**src/design/pfsel_pkg.sv**
```systemverilog
/*
  pfsel_pkg: register offsets, field positions, reset values and masks
  for the pin function select block of port pins p2.6, p2.7, p3.0, p3.1.
  Assumes a 16-bit register address space with byte-wide registers.
*/
package pfsel_pkg;
  localparam int ADDR_W = 16;
  localparam int DATA_W = 8;

  // register offsets
  localparam logic [15:0] P2_6_CFG_OFS = 16'ha076;
  localparam logic [15:0] P2_7_CFG_OFS = 16'ha077;
  localparam logic [15:0] P3_0_CFG_OFS = 16'ha078;
  localparam logic [15:0] P3_1_CFG_OFS = 16'ha079;

  // reset value shared by all four registers
  localparam logic [7:0] CFG_RESET = 8'h00;

  // field positions
  localparam int GENERAL_IO_BIT = 0;
  localparam int IRQ0_SRC_BIT = 1;
  localparam int IRQ1_SRC_BIT = 2;
  localparam int SPI_PIN_BIT = 3;
  localparam int CAPCOMP_BIT = 4;
  localparam int LED_SEG_BIT = 7;

  // implemented-bit masks per register
  localparam logic [7:0] P2_6_MASK = 8'h99;
  localparam logic [7:0] P2_7_MASK = 8'h99;
  localparam logic [7:0] P3_0_MASK = 8'h97;
  localparam logic [7:0] P3_1_MASK = 8'h97;

  // one-hot pin function after priority resolution
  typedef enum logic [4:0] {
    PFSEL_FN_NONE = 5'h01,
    PFSEL_FN_GPIO = 5'h02,
    PFSEL_FN_SPI = 5'h04,
    PFSEL_FN_CAPCOMP = 5'h08,
    PFSEL_FN_LED = 5'h10
  } pfsel_fn_t;
endpackage

```
**src/design/pfsel_top.sv**
```systemverilog
/*
  pfsel_top: four per-pin function configuration registers and the pin
  routing they steer (led segment, capture/compare, spi, timer 2 input,
  general io) plus pin sources for the two shared pin interrupts.
  Assumes a single-cycle register port on clk_i, synchronous inputs and
  that the peripherals sit outside and hand in/out plain signals.
  Function bits on one pin resolve with the highest bit winning, so
  software should set only one of them. Interrupt source bits act
  beside the pin function and only gate the raw pad level; edge or
  level detection sits in the interrupt controller outside.
*/
// Strobed register access is this design's own decision.
`timescale 1ns/1ns

// Behaviour
// four 8-bit read/write pin configuration registers, all reset to zero.
// bit 0 selects plain general io for the pin; cleared after reset.
// p2.6 bit 7 drives that pin as led segment 20.
// p2.6 bit 4 connects the pin to capture/compare channel 5.
// p2.6 bit 3 uses the pin as spi slave-select input.
// p2.7 bit 7 drives that pin as led segment 19.
// p2.7 bit 4 routes the pin to timer 2 external input.
// p2.7 bit 3 uses the pin as bidirectional spi clock.
// p3.0 bit 7 drives that pin as led segment 18.
// p3.0 bit 4 connects the pin to capture/compare channel 2.
// p3.1 bit 7 drives that pin as led segment 17.
// p3.1 bit 4 connects the pin to capture/compare channel 3.
// p3 pins with bit 2 set feed shared pin interrupt 1.
// p3 pins with bit 1 set feed shared pin interrupt 0.
// one pin may feed both shared pin interrupts independently.
// undefined bits read zero and ignore writes.
// conflicting function bits resolve with highest-numbered bit winning.
module pfsel_top (
  input wire logic clk_i,
  input wire logic sys_rst_i,
  // register port
  input wire logic [pfsel_pkg::ADDR_W-1:0] reg_addr_i,
  input wire logic [pfsel_pkg::DATA_W-1:0] reg_wdata_i,
  input wire logic reg_wr_i,
  input wire logic reg_rd_i,
  output logic [pfsel_pkg::DATA_W-1:0] reg_rdata_o,
  // pad side, index 0..3 = p2.6, p2.7, p3.0, p3.1
  input wire logic [3:0] pad_in_i,
  output logic [3:0] pad_out_o,
  output logic [3:0] pad_oe_o,
  // general io port logic
  input wire logic [3:0] gpio_out_i,
  input wire logic [3:0] gpio_oe_i,
  output logic [3:0] gpio_in_o,
  // led segment drivers 20, 19, 18, 17
  input wire logic [3:0] led_seg_i,
  // capture/compare channels 5, 2, 3
  input wire logic capcomp_channel5_out_i,
  input wire logic capcomp_channel5_oe_i,
  output logic capcomp_channel5_in_o,
  input wire logic capcomp_channel2_out_i,
  input wire logic capcomp_channel2_oe_i,
  output logic capcomp_channel2_in_o,
  input wire logic capcomp_channel3_out_i,
  input wire logic capcomp_channel3_oe_i,
  output logic capcomp_channel3_in_o,
  // spi
  output logic spi_slave_select_n_o,
  input wire logic spi_clock_out_i,
  input wire logic spi_clock_oe_i,
  output logic spi_clock_in_o,
  // timer 2
  output logic timer2_external_input_o,
  // shared pin interrupt sources, index 0 = p3.0, 1 = p3.1
  output logic [1:0] shared_pin_irq0_src_o,
  output logic [1:0] shared_pin_irq1_src_o,
  // current one-hot function per pin
  output logic [19:0] pin_function_o
);
  import pfsel_pkg::*;

  logic [7:0] cfg_r [4];
  logic [7:0] rdata_nxt;
  pfsel_fn_t fn [4];
  logic [3:0] alt_out;
  logic [3:0] alt_oe;
  // named selects taken straight from the configuration bits
  logic led_segment_20_select;
  logic led_segment_19_select;
  logic led_segment_18_select;
  logic led_segment_17_select;
  logic capcomp_ch5_pin_select;
  logic capcomp_ch2_pin_select;
  logic capcomp_ch3_pin_select;
  logic spi_slave_select_pin_select;
  logic spi_clock_pin_select;
  logic timer2_ext_input_select;
  logic [3:0] general_io_select;
  logic [1:0] pin_irq0_source_select;
  logic [1:0] pin_irq1_source_select;

  // led segment selects, bit 7 of each register
  assign led_segment_20_select = cfg_r[0][LED_SEG_BIT];
  assign led_segment_19_select = cfg_r[1][LED_SEG_BIT];
  assign led_segment_18_select = cfg_r[2][LED_SEG_BIT];
  assign led_segment_17_select = cfg_r[3][LED_SEG_BIT];

  // bit 4 selects: capture/compare channels and the timer 2 input
  assign capcomp_ch5_pin_select = cfg_r[0][CAPCOMP_BIT];
  assign timer2_ext_input_select = cfg_r[1][CAPCOMP_BIT];
  assign capcomp_ch2_pin_select = cfg_r[2][CAPCOMP_BIT];
  assign capcomp_ch3_pin_select = cfg_r[3][CAPCOMP_BIT];

  // bit 3 selects exist only on the port 2 pins
  assign spi_slave_select_pin_select = cfg_r[0][SPI_PIN_BIT];
  assign spi_clock_pin_select = cfg_r[1][SPI_PIN_BIT];

  // general io enable, bit 0 of every register
  always_comb begin
    for (int i = 0; i < 4; i++) begin
      general_io_select[i] = cfg_r[i][GENERAL_IO_BIT];
    end
  end

  // interrupt source enables live only on the port 3 pins
  always_comb begin
    pin_irq0_source_select[0] = cfg_r[2][IRQ0_SRC_BIT];
    pin_irq0_source_select[1] = cfg_r[3][IRQ0_SRC_BIT];
    pin_irq1_source_select[0] = cfg_r[2][IRQ1_SRC_BIT];
    pin_irq1_source_select[1] = cfg_r[3][IRQ1_SRC_BIT];
  end

  // register writes, undefined bits masked off
  always_ff @(posedge clk_i) begin
    if (sys_rst_i) begin
      for (int i = 0; i < 4; i++) begin
        cfg_r[i] <= CFG_RESET;
      end
    end else if (reg_wr_i) begin
      if (reg_addr_i == P2_6_CFG_OFS) begin
        cfg_r[0] <= reg_wdata_i & P2_6_MASK;
      end else if (reg_addr_i == P2_7_CFG_OFS) begin
        cfg_r[1] <= reg_wdata_i & P2_7_MASK;
      end else if (reg_addr_i == P3_0_CFG_OFS) begin
        cfg_r[2] <= reg_wdata_i & P3_0_MASK;
      end else if (reg_addr_i == P3_1_CFG_OFS) begin
        cfg_r[3] <= reg_wdata_i & P3_1_MASK;
      end
    end
  end

  // read decode, unmapped reads return zero
  always_comb begin
    if (reg_addr_i == P2_6_CFG_OFS) begin
      rdata_nxt = cfg_r[0];
    end else if (reg_addr_i == P2_7_CFG_OFS) begin
      rdata_nxt = cfg_r[1];
    end else if (reg_addr_i == P3_0_CFG_OFS) begin
      rdata_nxt = cfg_r[2];
    end else if (reg_addr_i == P3_1_CFG_OFS) begin
      rdata_nxt = cfg_r[3];
    end else begin
      rdata_nxt = 8'h00;
    end
  end

  // read data stands only in the cycle after the strobe
  always_ff @(posedge clk_i) begin
    if (sys_rst_i) begin
      reg_rdata_o <= 8'h00;
    end else if (reg_rd_i) begin
      reg_rdata_o <= rdata_nxt;
    end else begin
      reg_rdata_o <= 8'h00;
    end
  end

  // priority resolve per pin: bit 7, then 4, then 3, then 0
  always_comb begin
    // p2.6: led 20, capture/compare 5, slave select, general io
    if (led_segment_20_select) begin
      fn[0] = PFSEL_FN_LED;
    end else if (capcomp_ch5_pin_select) begin
      fn[0] = PFSEL_FN_CAPCOMP;
    end else if (spi_slave_select_pin_select) begin
      fn[0] = PFSEL_FN_SPI;
    end else if (general_io_select[0]) begin
      fn[0] = PFSEL_FN_GPIO;
    end else begin
      fn[0] = PFSEL_FN_NONE;
    end
    // p2.7: led 19, timer 2 input, spi clock, general io
    if (led_segment_19_select) begin
      fn[1] = PFSEL_FN_LED;
    end else if (timer2_ext_input_select) begin
      fn[1] = PFSEL_FN_CAPCOMP;
    end else if (spi_clock_pin_select) begin
      fn[1] = PFSEL_FN_SPI;
    end else if (general_io_select[1]) begin
      fn[1] = PFSEL_FN_GPIO;
    end else begin
      fn[1] = PFSEL_FN_NONE;
    end
    // p3.0: led 18, capture/compare 2, general io
    if (led_segment_18_select) begin
      fn[2] = PFSEL_FN_LED;
    end else if (capcomp_ch2_pin_select) begin
      fn[2] = PFSEL_FN_CAPCOMP;
    end else if (general_io_select[2]) begin
      fn[2] = PFSEL_FN_GPIO;
    end else begin
      fn[2] = PFSEL_FN_NONE;
    end
    // p3.1: led 17, capture/compare 3, general io
    if (led_segment_17_select) begin
      fn[3] = PFSEL_FN_LED;
    end else if (capcomp_ch3_pin_select) begin
      fn[3] = PFSEL_FN_CAPCOMP;
    end else if (general_io_select[3]) begin
      fn[3] = PFSEL_FN_GPIO;
    end else begin
      fn[3] = PFSEL_FN_NONE;
    end
  end

  assign pin_function_o = {fn[3], fn[2], fn[1], fn[0]};

  // alternate function drive per pin
  always_comb begin
    alt_out = 4'h0;
    alt_oe = 4'h0;
    // p2.6: capture/compare 5 or spi slave select (input only)
    if (fn[0] == PFSEL_FN_CAPCOMP) begin
      alt_out[0] = capcomp_channel5_out_i;
      alt_oe[0] = capcomp_channel5_oe_i;
    end
    // p2.7: timer 2 input (input only) or spi clock
    if (fn[1] == PFSEL_FN_SPI) begin
      alt_out[1] = spi_clock_out_i;
      alt_oe[1] = spi_clock_oe_i;
    end
    // p3.0: capture/compare 2
    if (fn[2] == PFSEL_FN_CAPCOMP) begin
      alt_out[2] = capcomp_channel2_out_i;
      alt_oe[2] = capcomp_channel2_oe_i;
    end
    // p3.1: capture/compare 3
    if (fn[3] == PFSEL_FN_CAPCOMP) begin
      alt_out[3] = capcomp_channel3_out_i;
      alt_oe[3] = capcomp_channel3_oe_i;
    end
  end

  // final pad mux, led segments always drive
  always_comb begin
    // p2.6
    if (fn[0] == PFSEL_FN_LED) begin
      pad_out_o[0] = led_seg_i[0];
      pad_oe_o[0] = 1'b1;
    end else if (fn[0] == PFSEL_FN_GPIO) begin
      pad_out_o[0] = gpio_out_i[0];
      pad_oe_o[0] = gpio_oe_i[0];
    end else begin
      pad_out_o[0] = alt_out[0];
      pad_oe_o[0] = alt_oe[0];
    end
    // p2.7
    if (fn[1] == PFSEL_FN_LED) begin
      pad_out_o[1] = led_seg_i[1];
      pad_oe_o[1] = 1'b1;
    end else if (fn[1] == PFSEL_FN_GPIO) begin
      pad_out_o[1] = gpio_out_i[1];
      pad_oe_o[1] = gpio_oe_i[1];
    end else begin
      pad_out_o[1] = alt_out[1];
      pad_oe_o[1] = alt_oe[1];
    end
    // p3.0
    if (fn[2] == PFSEL_FN_LED) begin
      pad_out_o[2] = led_seg_i[2];
      pad_oe_o[2] = 1'b1;
    end else if (fn[2] == PFSEL_FN_GPIO) begin
      pad_out_o[2] = gpio_out_i[2];
      pad_oe_o[2] = gpio_oe_i[2];
    end else begin
      pad_out_o[2] = alt_out[2];
      pad_oe_o[2] = alt_oe[2];
    end
    // p3.1
    if (fn[3] == PFSEL_FN_LED) begin
      pad_out_o[3] = led_seg_i[3];
      pad_oe_o[3] = 1'b1;
    end else if (fn[3] == PFSEL_FN_GPIO) begin
      pad_out_o[3] = gpio_out_i[3];
      pad_oe_o[3] = gpio_oe_i[3];
    end else begin
      pad_out_o[3] = alt_out[3];
      pad_oe_o[3] = alt_oe[3];
    end
  end

  // input routing to peripherals, idle values when not selected
  always_comb begin
    gpio_in_o = 4'h0;
    capcomp_channel5_in_o = 1'b0;
    capcomp_channel2_in_o = 1'b0;
    capcomp_channel3_in_o = 1'b0;
    spi_slave_select_n_o = 1'b1; // idle high when not routed
    spi_clock_in_o = 1'b0;
    timer2_external_input_o = 1'b0;
    // p2.6 feeds general io, capture/compare 5 or slave select
    if (fn[0] == PFSEL_FN_GPIO) begin
      gpio_in_o[0] = pad_in_i[0];
    end else if (fn[0] == PFSEL_FN_CAPCOMP) begin
      capcomp_channel5_in_o = pad_in_i[0];
    end else if (fn[0] == PFSEL_FN_SPI) begin
      spi_slave_select_n_o = pad_in_i[0];
    end
    // p2.7 feeds general io, timer 2 or the spi clock
    if (fn[1] == PFSEL_FN_GPIO) begin
      gpio_in_o[1] = pad_in_i[1];
    end else if (fn[1] == PFSEL_FN_CAPCOMP) begin
      timer2_external_input_o = pad_in_i[1];
    end else if (fn[1] == PFSEL_FN_SPI) begin
      spi_clock_in_o = pad_in_i[1];
    end
    // p3.0 feeds general io or capture/compare 2
    if (fn[2] == PFSEL_FN_GPIO) begin
      gpio_in_o[2] = pad_in_i[2];
    end else if (fn[2] == PFSEL_FN_CAPCOMP) begin
      capcomp_channel2_in_o = pad_in_i[2];
    end
    // p3.1 feeds general io or capture/compare 3
    if (fn[3] == PFSEL_FN_GPIO) begin
      gpio_in_o[3] = pad_in_i[3];
    end else if (fn[3] == PFSEL_FN_CAPCOMP) begin
      capcomp_channel3_in_o = pad_in_i[3];
    end
  end

  // pin interrupt sources, independent of pin function and of each other
  always_comb begin
    // p3.0 may feed either or both shared interrupts
    shared_pin_irq0_src_o[0] =
      pin_irq0_source_select[0] & pad_in_i[2];
    shared_pin_irq1_src_o[0] =
      pin_irq1_source_select[0] & pad_in_i[2];
    // p3.1 likewise
    shared_pin_irq0_src_o[1] =
      pin_irq0_source_select[1] & pad_in_i[3];
    shared_pin_irq1_src_o[1] =
      pin_irq1_source_select[1] & pad_in_i[3];
  end
endmodule

```
**config.mk**
```make
export PLATFORM = sky130hd
export DESIGN_NAME = pfsel_top
export DESIGN_NICKNAME = d
export VERILOG_FILES = /design/src/design/pfsel_pkg.sv /design/src/design/pfsel_top.sv
export SDC_FILE = /design/constraint.sdc
export NUM_CORES = 1
export LEC_CHECK = 0
export BUFFER_PORTS_ARGS = -buffer_cell sky130_fd_sc_hd__buf_2
export CORE_UTILIZATION = 39
export DETAILED_ROUTE_END_ITERATION = 8
export PLACE_DENSITY = 0.8
export SLEW_MARGIN = 20
export SYNTH_ARGS = -nofsm -noshare
export SYNTH_HDL_FRONTEND = slang
export SYNTH_SLANG_ARGS = --single-unit
```
**constraint.sdc**
```tcl
create_clock -name clk_i -period 1.9 [get_ports clk_i]
set_input_delay 0.57 -clock clk_i [delete_from_list [all_inputs] [get_ports clk_i]]
set_output_delay 0.57 -clock clk_i [all_outputs]
set_load 0.01 [all_outputs]
```
==> results of run 1 <==
-- logic make-up (layout without fill, tap and decap cells) --
family | Yosys count | count (layout) | share of synthesized area, %
AOI/OAI and AO/OA | 22 | 22 | 9.23
other | 1 | 4 | 0.231
and+or+nand+nor | 83 | 83 | 37.2
DFF | 24 | 24 | 40.6
buffers and inverters | 18 | 128 | 7.23
muxes | 9 | 9 | 5.54
-- worst paths after layout --
kind | to | startpoint | cells after the start
worst max-delay path | pad_out_o[0] | cfg_r[0][3]$_SDFFCE_PN0P_ | 4
worst min-delay path | reg_rdata_o[2]$_SDFF_PP0_ | cfg_r[2][2]$_SDFFCE_PN0P_ | 2
worst max register to register | reg_rdata_o[4]$_SDFF_PP0_ | cfg_r[0][4]$_SDFFCE_PN0P_ | 5
worst min register to register | reg_rdata_o[2]$_SDFF_PP0_ | cfg_r[2][2]$_SDFFCE_PN0P_ | 2
-- area by class of cell --
type | count | area share (%)
multi-input combinational | 118 | 38.0
timing repair buffer | 121 | 28.3
sequential | 24 | 27.6
tap | 50 | 2.61
clock buffer | 3 | 1.73
clock inverter | 1 | 1.25
inverter | 3 | 0.470
-- repair_timing --
item | 4_1_cts | 5_1_grt
cloned | 0 | 0
gates resized for setup | 2 | 13
setup endpoints to repair | 8 | 15
buffers inserted | 4 | 6
pin swaps | 4 | 5
hold endpoints to repair | 0 | 0
-- sequential cells by signal, indices dropped and copies added, names as in the netlist --
register / count
cfg_r: 18
reg_rdata_o: 6
-- worst max-delay path: stages (launching register included) --
cell,delay [ns]
edfxtp_1,0.49
nor4b_4,0.36
a221oi_2,0.10
a21oi_1,0.11
buf_2,0.14
-- metal layers --
metal  vias to the layer above  global-route usage (%)  wire length, um
met3                         5                    2.74              208
li1                        787                       -                -
met5                         -                       0                0
met2                        61                    30.3             1970
met4                         0                    6.12               38
met1                       731                    21.7             1810
-- per-stage QoR --
step | worst slack [ns] | setup TNS (ns) | power [uW] | utilization [%]
after floorplan | 0.0272 | 0 | 745 | -
final | -0.142 | -0.480 | 1320 | 59.8
after CTS | -0.107 | -0.251 | 1300 | 57.6
after global placement | 0.108 | 0 | 851 | 54.7
after global routing | -0.232 | -1.18 | 1370 | 59.8
after detailed placement | 0.0843 | 0 | 857 | 54.7
-- synthesized netlist by cell type, types with 4 or more instances --
cell / count
edfxtp_1: 18
nor3_2: 15
and2_1: 10
nor2_1: 10
buf_4: 9
mux2i_1: 9
nand2_1: 8
nand2b_1: 7
dfxtp_1: 6
nor3_1: 6
a21oi_1: 5
nor2b_1: 5
o21bai_1: 5
nor3b_1: 4
o21ai_0: 4
-- power groups by stage --
stage	Sequential, uW	Clock, uW	Combinational, uW
finish	607	442	267
global placement	620	0	231
global route	610	470	292
floorplan	611	0	134
detailed placement	621	0	236
CTS	607	442	248
==> qor.txt, run 1 <==
Warnings from Yosys: 0
Die area: 0.00443 sq mm
Register area share after synthesis: 40.6%
Fmax: 0.490 GHz
Starting DRT DRC Count: 27
Share of the synthesized area in the top cell type: 33.2%
Crit-path max FO: 4
Seq pwr share: 46.1%
Internal: 1000 uW
Period utilisation layout: 107%
Initial antenna violation count: 0
Die height: 66.6 um
Detailed Route WL: 4030 um
Cts hold-fix bufs: 0
Boundary Pins: 102
Multi-input gate area: 910 sq um
Dpl cell area: 0.00219 sq mm
Mapped cell area: 0.00163 sq mm
Clock Power Share: 33.6%
Avg WL per Cell: 12.6 um
Finish-stage setup viols: 6
Gpl congestion: 0.782
Area Growth Syn to Fin: 47.2%
Cells after Synth: 157
Root Buffer: clkbuf_8
Top FF cell, synth: edfxtp_1
Vias in the first global route: 1322
Worst VDD drop: 0.000286 V
PortBufs: 95
Reg clk slew, reported paths: 0.08 ns
Nets@finish: 323
Synth area leaders: edfxtp_1 33%, nor3_2 9.2%, dfxtp_1 7.4%, mux2i_1 5.5%, buf_4 4.2%
Post-route insts no fill: 320
Max Cap Viol: 0
Fillers: 350
Largest net degree at the start of global routing: 15
Register area: 661 sq um
FF+latch count, synth: 24
Sw power: 314 uW
Status: complete, but fails checks
Clock skew: 0.00496 ns
Placed cell count: 306
RSZ-0062 raised after global routing: true
Worst Path Arrival: 1.47 ns
Worst Path Required: 1.33 ns
Inserted Diodes: 0
Comb pwr share: 20.3%
Hold Path Class: flop to flop
Vias: 1584
EDFF count, synth: 18
Die X-Extent: 66.6 um
CTS Buf Count: 3
Clock Sinks: 24
First-pass GRT wire length: 5800 um
# H-tree levels: 1
R2R Setup Slk: 0.73 ns
Drc violations: 0
Final Hold Violating Endpoints: 0
Post-synthesis cell type count: 38
All-Layer GR Usage: 17.5%
Clock Tree Buf Depth: 2
Final WS setup: -0.142 ns
Hold WS: 0.579 ns
Initial Utilization: 40.7%
Mean post-synth cell area: 10.4 sq um
Via density per instance: 4.95
Most frequent cells in the layout: 95 x buf_2, 24 x buf_4, 18 x edfxtp_1
Drt pass-1 iters: 4
PwrDens: 550 mW/mm^2
Clk_lat worst skew: 0.27 ns
Sw frac: 23.9%
Final Cell Area: 0.00239 sq mm
Commonest non-fill, non-tap cell in the layout: buf_2
Dpl hpwl: 3080 um
Setup crit end kind: output pin
Min cycle time layout: 2.04 ns
Leak pwr: 0.00106 uW
Total grt overflow: 0
Detail Route Antenna Nets: 0
TritonCTS clock tree: built
Pins Over Slew Limit: 0
CP startpoint kind: flop
Core Box Area: 0.00400 sq mm
Ratio of cells with drive above 1 in the final layout: 58.5%
Failing checks: setup timing
Ys async rst share: 0%
Row count: 23
Area leader, netlist: edfxtp_1
CP Class: flop to output pin
No activity file was read; power rests on OpenSTA's default activity.
==> run 2: changes to the inputs <==
--- a/config.mk
+++ b/config.mk
@@ -5,10 +5,11 @@
 export SDC_FILE = /design/constraint.sdc
 export NUM_CORES = 1
 export LEC_CHECK = 0
+export ABC_AREA = 1
 export BUFFER_PORTS_ARGS = -buffer_cell sky130_fd_sc_hd__buf_2
-export CORE_UTILIZATION = 39
+export CORE_UTILIZATION = 38
 export DETAILED_ROUTE_END_ITERATION = 8
-export PLACE_DENSITY = 0.8
+export PLACE_DENSITY = 0.79
 export SLEW_MARGIN = 20
 export SYNTH_ARGS = -nofsm -noshare
 export SYNTH_HDL_FRONTEND = slang
==> run 2 against run 1 <==
  * The flow now finishes without violations
  * Clock-buffer cell count stayed put
  * Maximum frequency is 9.0% higher
  * Clock power is 33% lower
  * Sequential cell count stayed put
  * Synthesized cell count is 40% higher
  * Critical endpoint is now pad_out_o[1]
  * Largest power group unchanged
==> qor.txt, run 2 <==
TritonCTS clock tree: built
# H-tree levels: 1
Die height: 65.9 um
Pins Over Slew Limit: 0
Crit path top cell by count: nand2_1
Vias in the first global route: 1459
Setup crit end kind: output pin
Initial Utilization: 40.9%
Leading registers by flop count: cfg_r (18), reg_rdata_o (6)
Area Growth Syn to Fin: 43.0%
Top post-synthesis cells by count: 51 x nand2_1, 46 x inv_1, 34 x nor2_1, 18 x edfxtp_1, 14 x nand3_1
Hold WS: 0.573 ns
Overall power: 1130 uW
Seq pwr share: 52.8%
Warnings from Yosys: 0
Comb pwr share: 20.9%
Detailed Route WL: 3910 um
Clock Sinks: 24
Final Hold Violating Endpoints: 0
First-pass GRT wire length: 5750 um
Vias: 1734
Crit-path max FO: 3
PortBufs: 95
PwrDens: 508 mW/mm^2
Via density per instance: 4.61
Worst Path Arrival: 1.30 ns
Initial antenna violation count: 0
Starting DRT DRC Count: 92
Worst hold stages: 3
Clock Tree Buf Depth: 2
Internal: 830 uW
Crit-path max cell delay: 0.43 ns
Drc violations: 0
Cts hold-fix bufs: 0
Worst VDD drop: 0.000282 V
WP depth: 6
Detail Route Antenna Nets: 0
Fmax: 0.534 GHz
Largest Register: cfg_r
Post-synthesis cell type count: 20
Avg WL per Cell: 10.4 um
FF+latch count, synth: 24
CP startpoint kind: flop
Most frequent cells in the layout: 95 x buf_2, 51 x nand2_1, 42 x inv_1
Top FF cell, synth: edfxtp_1
Clock skew: 0.00508 ns
Gpl congestion: 0.806
Root Buffer: clkbuf_8
All-Layer GR Usage: 17.2%
Clock Power Share: 26.3%
Drt pass-1 iters: 4
Reg clk slew, reported paths: 0.08 ns
Status: completed
Total grt overflow: 0
Sw frac: 26.4%
Share of the synthesized area in the top cell type: 34.8%
Dpl hpwl: 3110 um
Nets@finish: 381
Largest net degree at the start of global routing: 15
Die area: 0.00435 sq mm
Max reg flops: 18
Utilization after layout: 58.5%
Synth area leaders: edfxtp_1 35%, nand2_1 12%, inv_1 11%, nor2_1 8.2%, dfxtp_1 7.7%
Core Box Area: 0.00380 sq mm
CP Class: flop to output pin
Slowest CP cell: edfxtp_1
Row count: 22
Ys async rst share: 0%
Mean post-synth cell area: 7.06 sq um
Sw power: 298 uW
Cells after Synth: 220
Clk_lat worst skew: 0.26 ns
Count leader, synth: nand2_1
Critical Path, Cell by Cell: nor3_2 > nand2_1 > inv_2 > nand2_1 > nand3_1 > buf_2
EDFF count, synth: 18
Leak pwr: 0.00128 uW
Die X-Extent: 65.9 um
Finish-stage setup viols: 0
CP top delay family: flip-flops
Register area share after synthesis: 42.5%
WP buf/inv: 2
Period utilisation layout: 98.6%
Inserted Diodes: 0
Worst Path Required: 1.33 ns
RSZ-0062 raised after global routing: true
Cells on worst reg2reg path: 5
Commonest non-fill, non-tap cell in the layout: buf_2
CTS Buf Count: 3
Boundary Pins: 102
Mapped cell area: 0.00155 sq mm
Max Cap Viol: 0
Hold Path Class: primary input to flop
Ratio of cells with drive above 1 in the final layout: 39.3%
Min cycle time layout: 1.87 ns
Area leader, netlist: edfxtp_1
==> run 2: changes by cell type after synthesis, sizes merged, moves of 7 or more <==
cell / previous run / this run
inv: 3 / 46
nand2: 8 / 51
nor2: 10 / 36
nand3: 3 / 16
nand4: 1 / 13
nor3: 21 / 9
and2: 10 / 0
mux2i: 9 / 0
nand2b: 7 / 0
==> run 2: final cells by class <==
| class | count | area (sq um) |
|---|---|---|
| Sequential cell | 24 | 661 |
| Fill cell | 367 | 1580 |
| Clock buffer | 3 | 41.3 |
| Timing Repair Buffer | 111 | 596 |
| Clock inverter | 1 | 3.75 |
| Inverter | 47 | 176 |
| Multi-Input combinational cell | 142 | 683 |
| Tap cell | 48 | 60.1 |
==> run 2: power groups by stage <==
stage / Combinational (uW) / Sequential [uW] / Clock [uW]
floorplan: 111 / 607 / 0
global placement: 213 / 608 / 0
detailed placement: 217 / 608 / 0
CTS: 223 / 595 / 299
global route: 261 / 598 / 325
finish: 235 / 596 / 297
==> run 2: worst paths after layout <==
| kind | from | end | slack (ns) |
|---|---|---|---|
| max reg2reg | cfg_r[2][0]$_SDFFCE_PN0P_ | reg_rdata_o[0]$_SDFF_PP0_ | 0.94 |
| min | reg_rd_i | reg_rdata_o[3]$_SDFF_PP0_ | 0.57 |
| min reg2reg | cfg_r[2][2]$_SDFFCE_PN0P_ | reg_rdata_o[2]$_SDFF_PP0_ | 0.62 |
| max | cfg_r[1][4]$_SDFFCE_PN0P_ | pad_out_o[1] | 0.03 |
==> run 2: logic make-up (layout without fill, tap and decap cells) <==
family	Yosys count	after routing	share of synthesized area, %
and+or+nand+nor	129	129	37.4
buffers and inverters	57	162	16.0
DFF	24	24	42.5
other	1	4	0.242
AOI/OAI and AO/OA	9	9	3.87
==> run 2: repair_timing <==
| item | in CTS | in global routing |
|---|---|---|
| pin swaps | 0 | 4 |
| cloned | 0 | 0 |
| endpoints found under the setup margin | 3 | 9 |
| setup buffers | 2 | 6 |
| gates resized for setup | 1 | 9 |
==> run 2: layer usage <==
layer | GRT usage [%] | part of all wire [%] | up-vias
met2 | 30.4 | 51 | 62
met5 | 0 | 0 | -
met3 | 2.24 | 5.3 | 2
li1 | - | - | 910
met4 | 6.25 | 0.33 | 0
met1 | 21.1 | 44 | 760
==> run 2: through the flow <==
stage          TNS [ns]  setup slack (ns)  std cells  area [sq um]
3_5_place_dp          0            0.0611        364          2090
5_1_grt          -0.169           -0.0703        376          2220
4_1_cts               0           0.00198        370          2150
6_report              0            0.0273        376          2220
2_1_floorplan         0             0.224        223          1560
3_3_place_gp          0             0.112        364          2090
==> run 2: worst register-to-register path, cell delays in order (launching register included) <==
cell	delay, ns
edfxtp_1	0.44
buf_4	0.16
nand4_1	0.07
nand2_1	0.07
nand2_1	0.06
nand2_1	0.05
==> run 3: changes to the inputs <==
--- a/config.mk
+++ b/config.mk
@@ -7,7 +7,9 @@
 export LEC_CHECK = 0
 export ABC_AREA = 1
 export BUFFER_PORTS_ARGS = -buffer_cell sky130_fd_sc_hd__buf_2
-export CORE_UTILIZATION = 38
+export CELL_PAD_IN_SITES_DETAIL_PLACEMENT = 0
+export CELL_PAD_IN_SITES_GLOBAL_PLACEMENT = 1
+export CORE_UTILIZATION = 25
 export DETAILED_ROUTE_END_ITERATION = 8
 export PLACE_DENSITY = 0.79
 export SLEW_MARGIN = 20
==> run 3 against run 2 <==
  * Register-to-register slack improved by 0.02 ns
  * Sequential cell count stayed put
  * Routed wire length grew 7.7%
  * Clock power barely moved
  * Sequential power about the same
  * Total power increased by 0.24%
  * Critical path depth unchanged
  * Maximum frequency increased by 0.94%
  * Die area rose by 50%
  * Largest cell class unchanged
==> qor.txt, run 3 (same netlist as run 2, synthesis figures left out) <==
Die X-Extent: 80.8 um
Largest Register: cfg_r
PortBufs: 95
Crit-path max cell delay: 0.47 ns
Dpl hpwl: 3490 um
Gpl congestion: 0.763
R2R Setup Slk: 0.96 ns
First-pass GRT wire length: 6100 um
TritonCTS clock tree: built
Clk_lat worst skew: 0.26 ns
Clock Tree Buf Depth: 2
Die height: 80.8 um
Cts hold-fix bufs: 0
Area Growth Syn to Fin: 43.8%
Final Hold Violating Endpoints: 0
Detailed Route WL: 4210 um
Crit-path max FO: 4
Largest net degree at the start of global routing: 15
Fillers: 650
Min cycle time layout: 1.86 ns
Status: completed
Post-route insts no fill: 400
Finish-stage setup viols: 0
Drc violations: 0
Hold WS: 0.607 ns
Nets@finish: 378
Leading registers by flop count: cfg_r (18), reg_rdata_o (6)
Ratio of cells with drive above 1 in the final layout: 40.0%
CTS Buf Count: 3
Most frequent cells in the layout: 95 x buf_2, 51 x nand2_1, 38 x inv_1
Commonest non-fill, non-tap cell in the layout: buf_2
Core Box Area: 0.00596 sq mm
Initial antenna violation count: 0
Die area: 0.00653 sq mm
Max Cap Viol: 0
Placed cell count: 392
CP Class: flop to output pin
Vias in the first global route: 1375
Pins Over Slew Limit: 0
Setup crit end kind: output pin
Inserted Diodes: 0
Period utilisation layout: 97.6%
Vias: 1705
Boundary Pins: 102
Starting DRT DRC Count: 50
CP top delay family: flip-flops
Initial Utilization: 26.1%
Clock skew: 0.00610 ns
Reg clk slew, reported paths: 0.07 ns
Total grt overflow: 0
Via density per instance: 4.26
Detail Route Antenna Nets: 0
Slowest CP cell: edfxtp_1
Row count: 28
RSZ-0062 raised after global routing: true
Root Buffer: clkbuf_8
Worst Path Arrival: 1.29 ns
Max reg flops: 18
# H-tree levels: 1
Crit path top cell by count: nand2_1
Clock Sinks: 24
Leak pwr: 0.00126 uW
Avg WL per Cell: 10.5 um
Fmax: 0.539 GHz
Worst Path Required: 1.33 ns
Critical Path, Cell by Cell: nor3_2 > nand2_1 > inv_2 > nand2_1 > nand3_1 > buf_2
Worst VDD drop: 0.000275 V
PwrDens: 506 mW/mm^2
Hold Path Class: primary input to flop
All-Layer GR Usage: 12.4%
WP buf/inv: 2
Drt pass-1 iters: 4
CP startpoint kind: flop
-- run 3: area by class of cell --
class	instances	area [sq um]	share of cell area, %
multi-input combinational	142	681	30.5
sequential	24	661	29.6
timing repair buffer	108	577	25.8
inverter	47	176	7.90
tap	75	93.8	4.20
clock buffer	4	45.0	2.02
-- run 3: layer usage --
layer	vias up	track usage (%)	share of wire (%)
met4	0	5.89	1.7
met5	-	0	0
met1	738	16.4	45
met2	59	20.1	48
met3	5	1.35	5.3
li1	903	-	-
-- run 3: through the flow --
stage / cell area [sq um] / TNS, ns / util, % / setup WS, ns / power (uW)
after floorplan: 1560 / 0 / - / 0.224 / 718
after global placement: 2130 / 0 / 35.8 / 0.0656 / 828
after detailed placement: 2130 / 0 / 35.8 / 0.0100 / 832
after CTS: 2200 / 0 / 37.0 / 0.00913 / 1140
after global routing: 2230 / -0.0799 / 37.5 / -0.0594 / 1190
final: 2230 / 0 / 37.5 / 0.0448 / 1130
-- run 3: final timing paths --
path	from	depth (start not counted)	end
setup / recovery	cfg_r[1][3]$_SDFFCE_PN0P_	6	pad_out_o[1]
hold reg to reg	cfg_r[3][1]$_SDFFCE_PN0P_	2	reg_rdata_o[1]$_SDFF_PP0_
hold / removal	reg_rd_i	3	reg_rdata_o[3]$_SDFF_PP0_
setup reg to reg	cfg_r[0][0]$_SDFFCE_PN0P_	5	reg_rdata_o[0]$_SDFF_PP0_
-- run 3: power breakdown --
| part | switching [uW] | internal (uW) |
|---|---|---|
| Combinational | 133 | 102 |
| Sequential | 15.4 | 581 |
| Clock | 150 | 150 |
-- run 3: repair_timing --
item,in CTS,in global routing
buffers inserted,3,1
gates resized for setup,1,14
pin swaps,1,3
endpoints found under the setup margin,5,8
-- run 3: worst register-to-register path, cell delays in order (launching register included) --
cell and delay (ns):
edfxtp_1 0.42, buf_4 0.17, nand3_1 0.07, o21ai_0 0.08, nand2_1 0.06, nand2_1 0.05
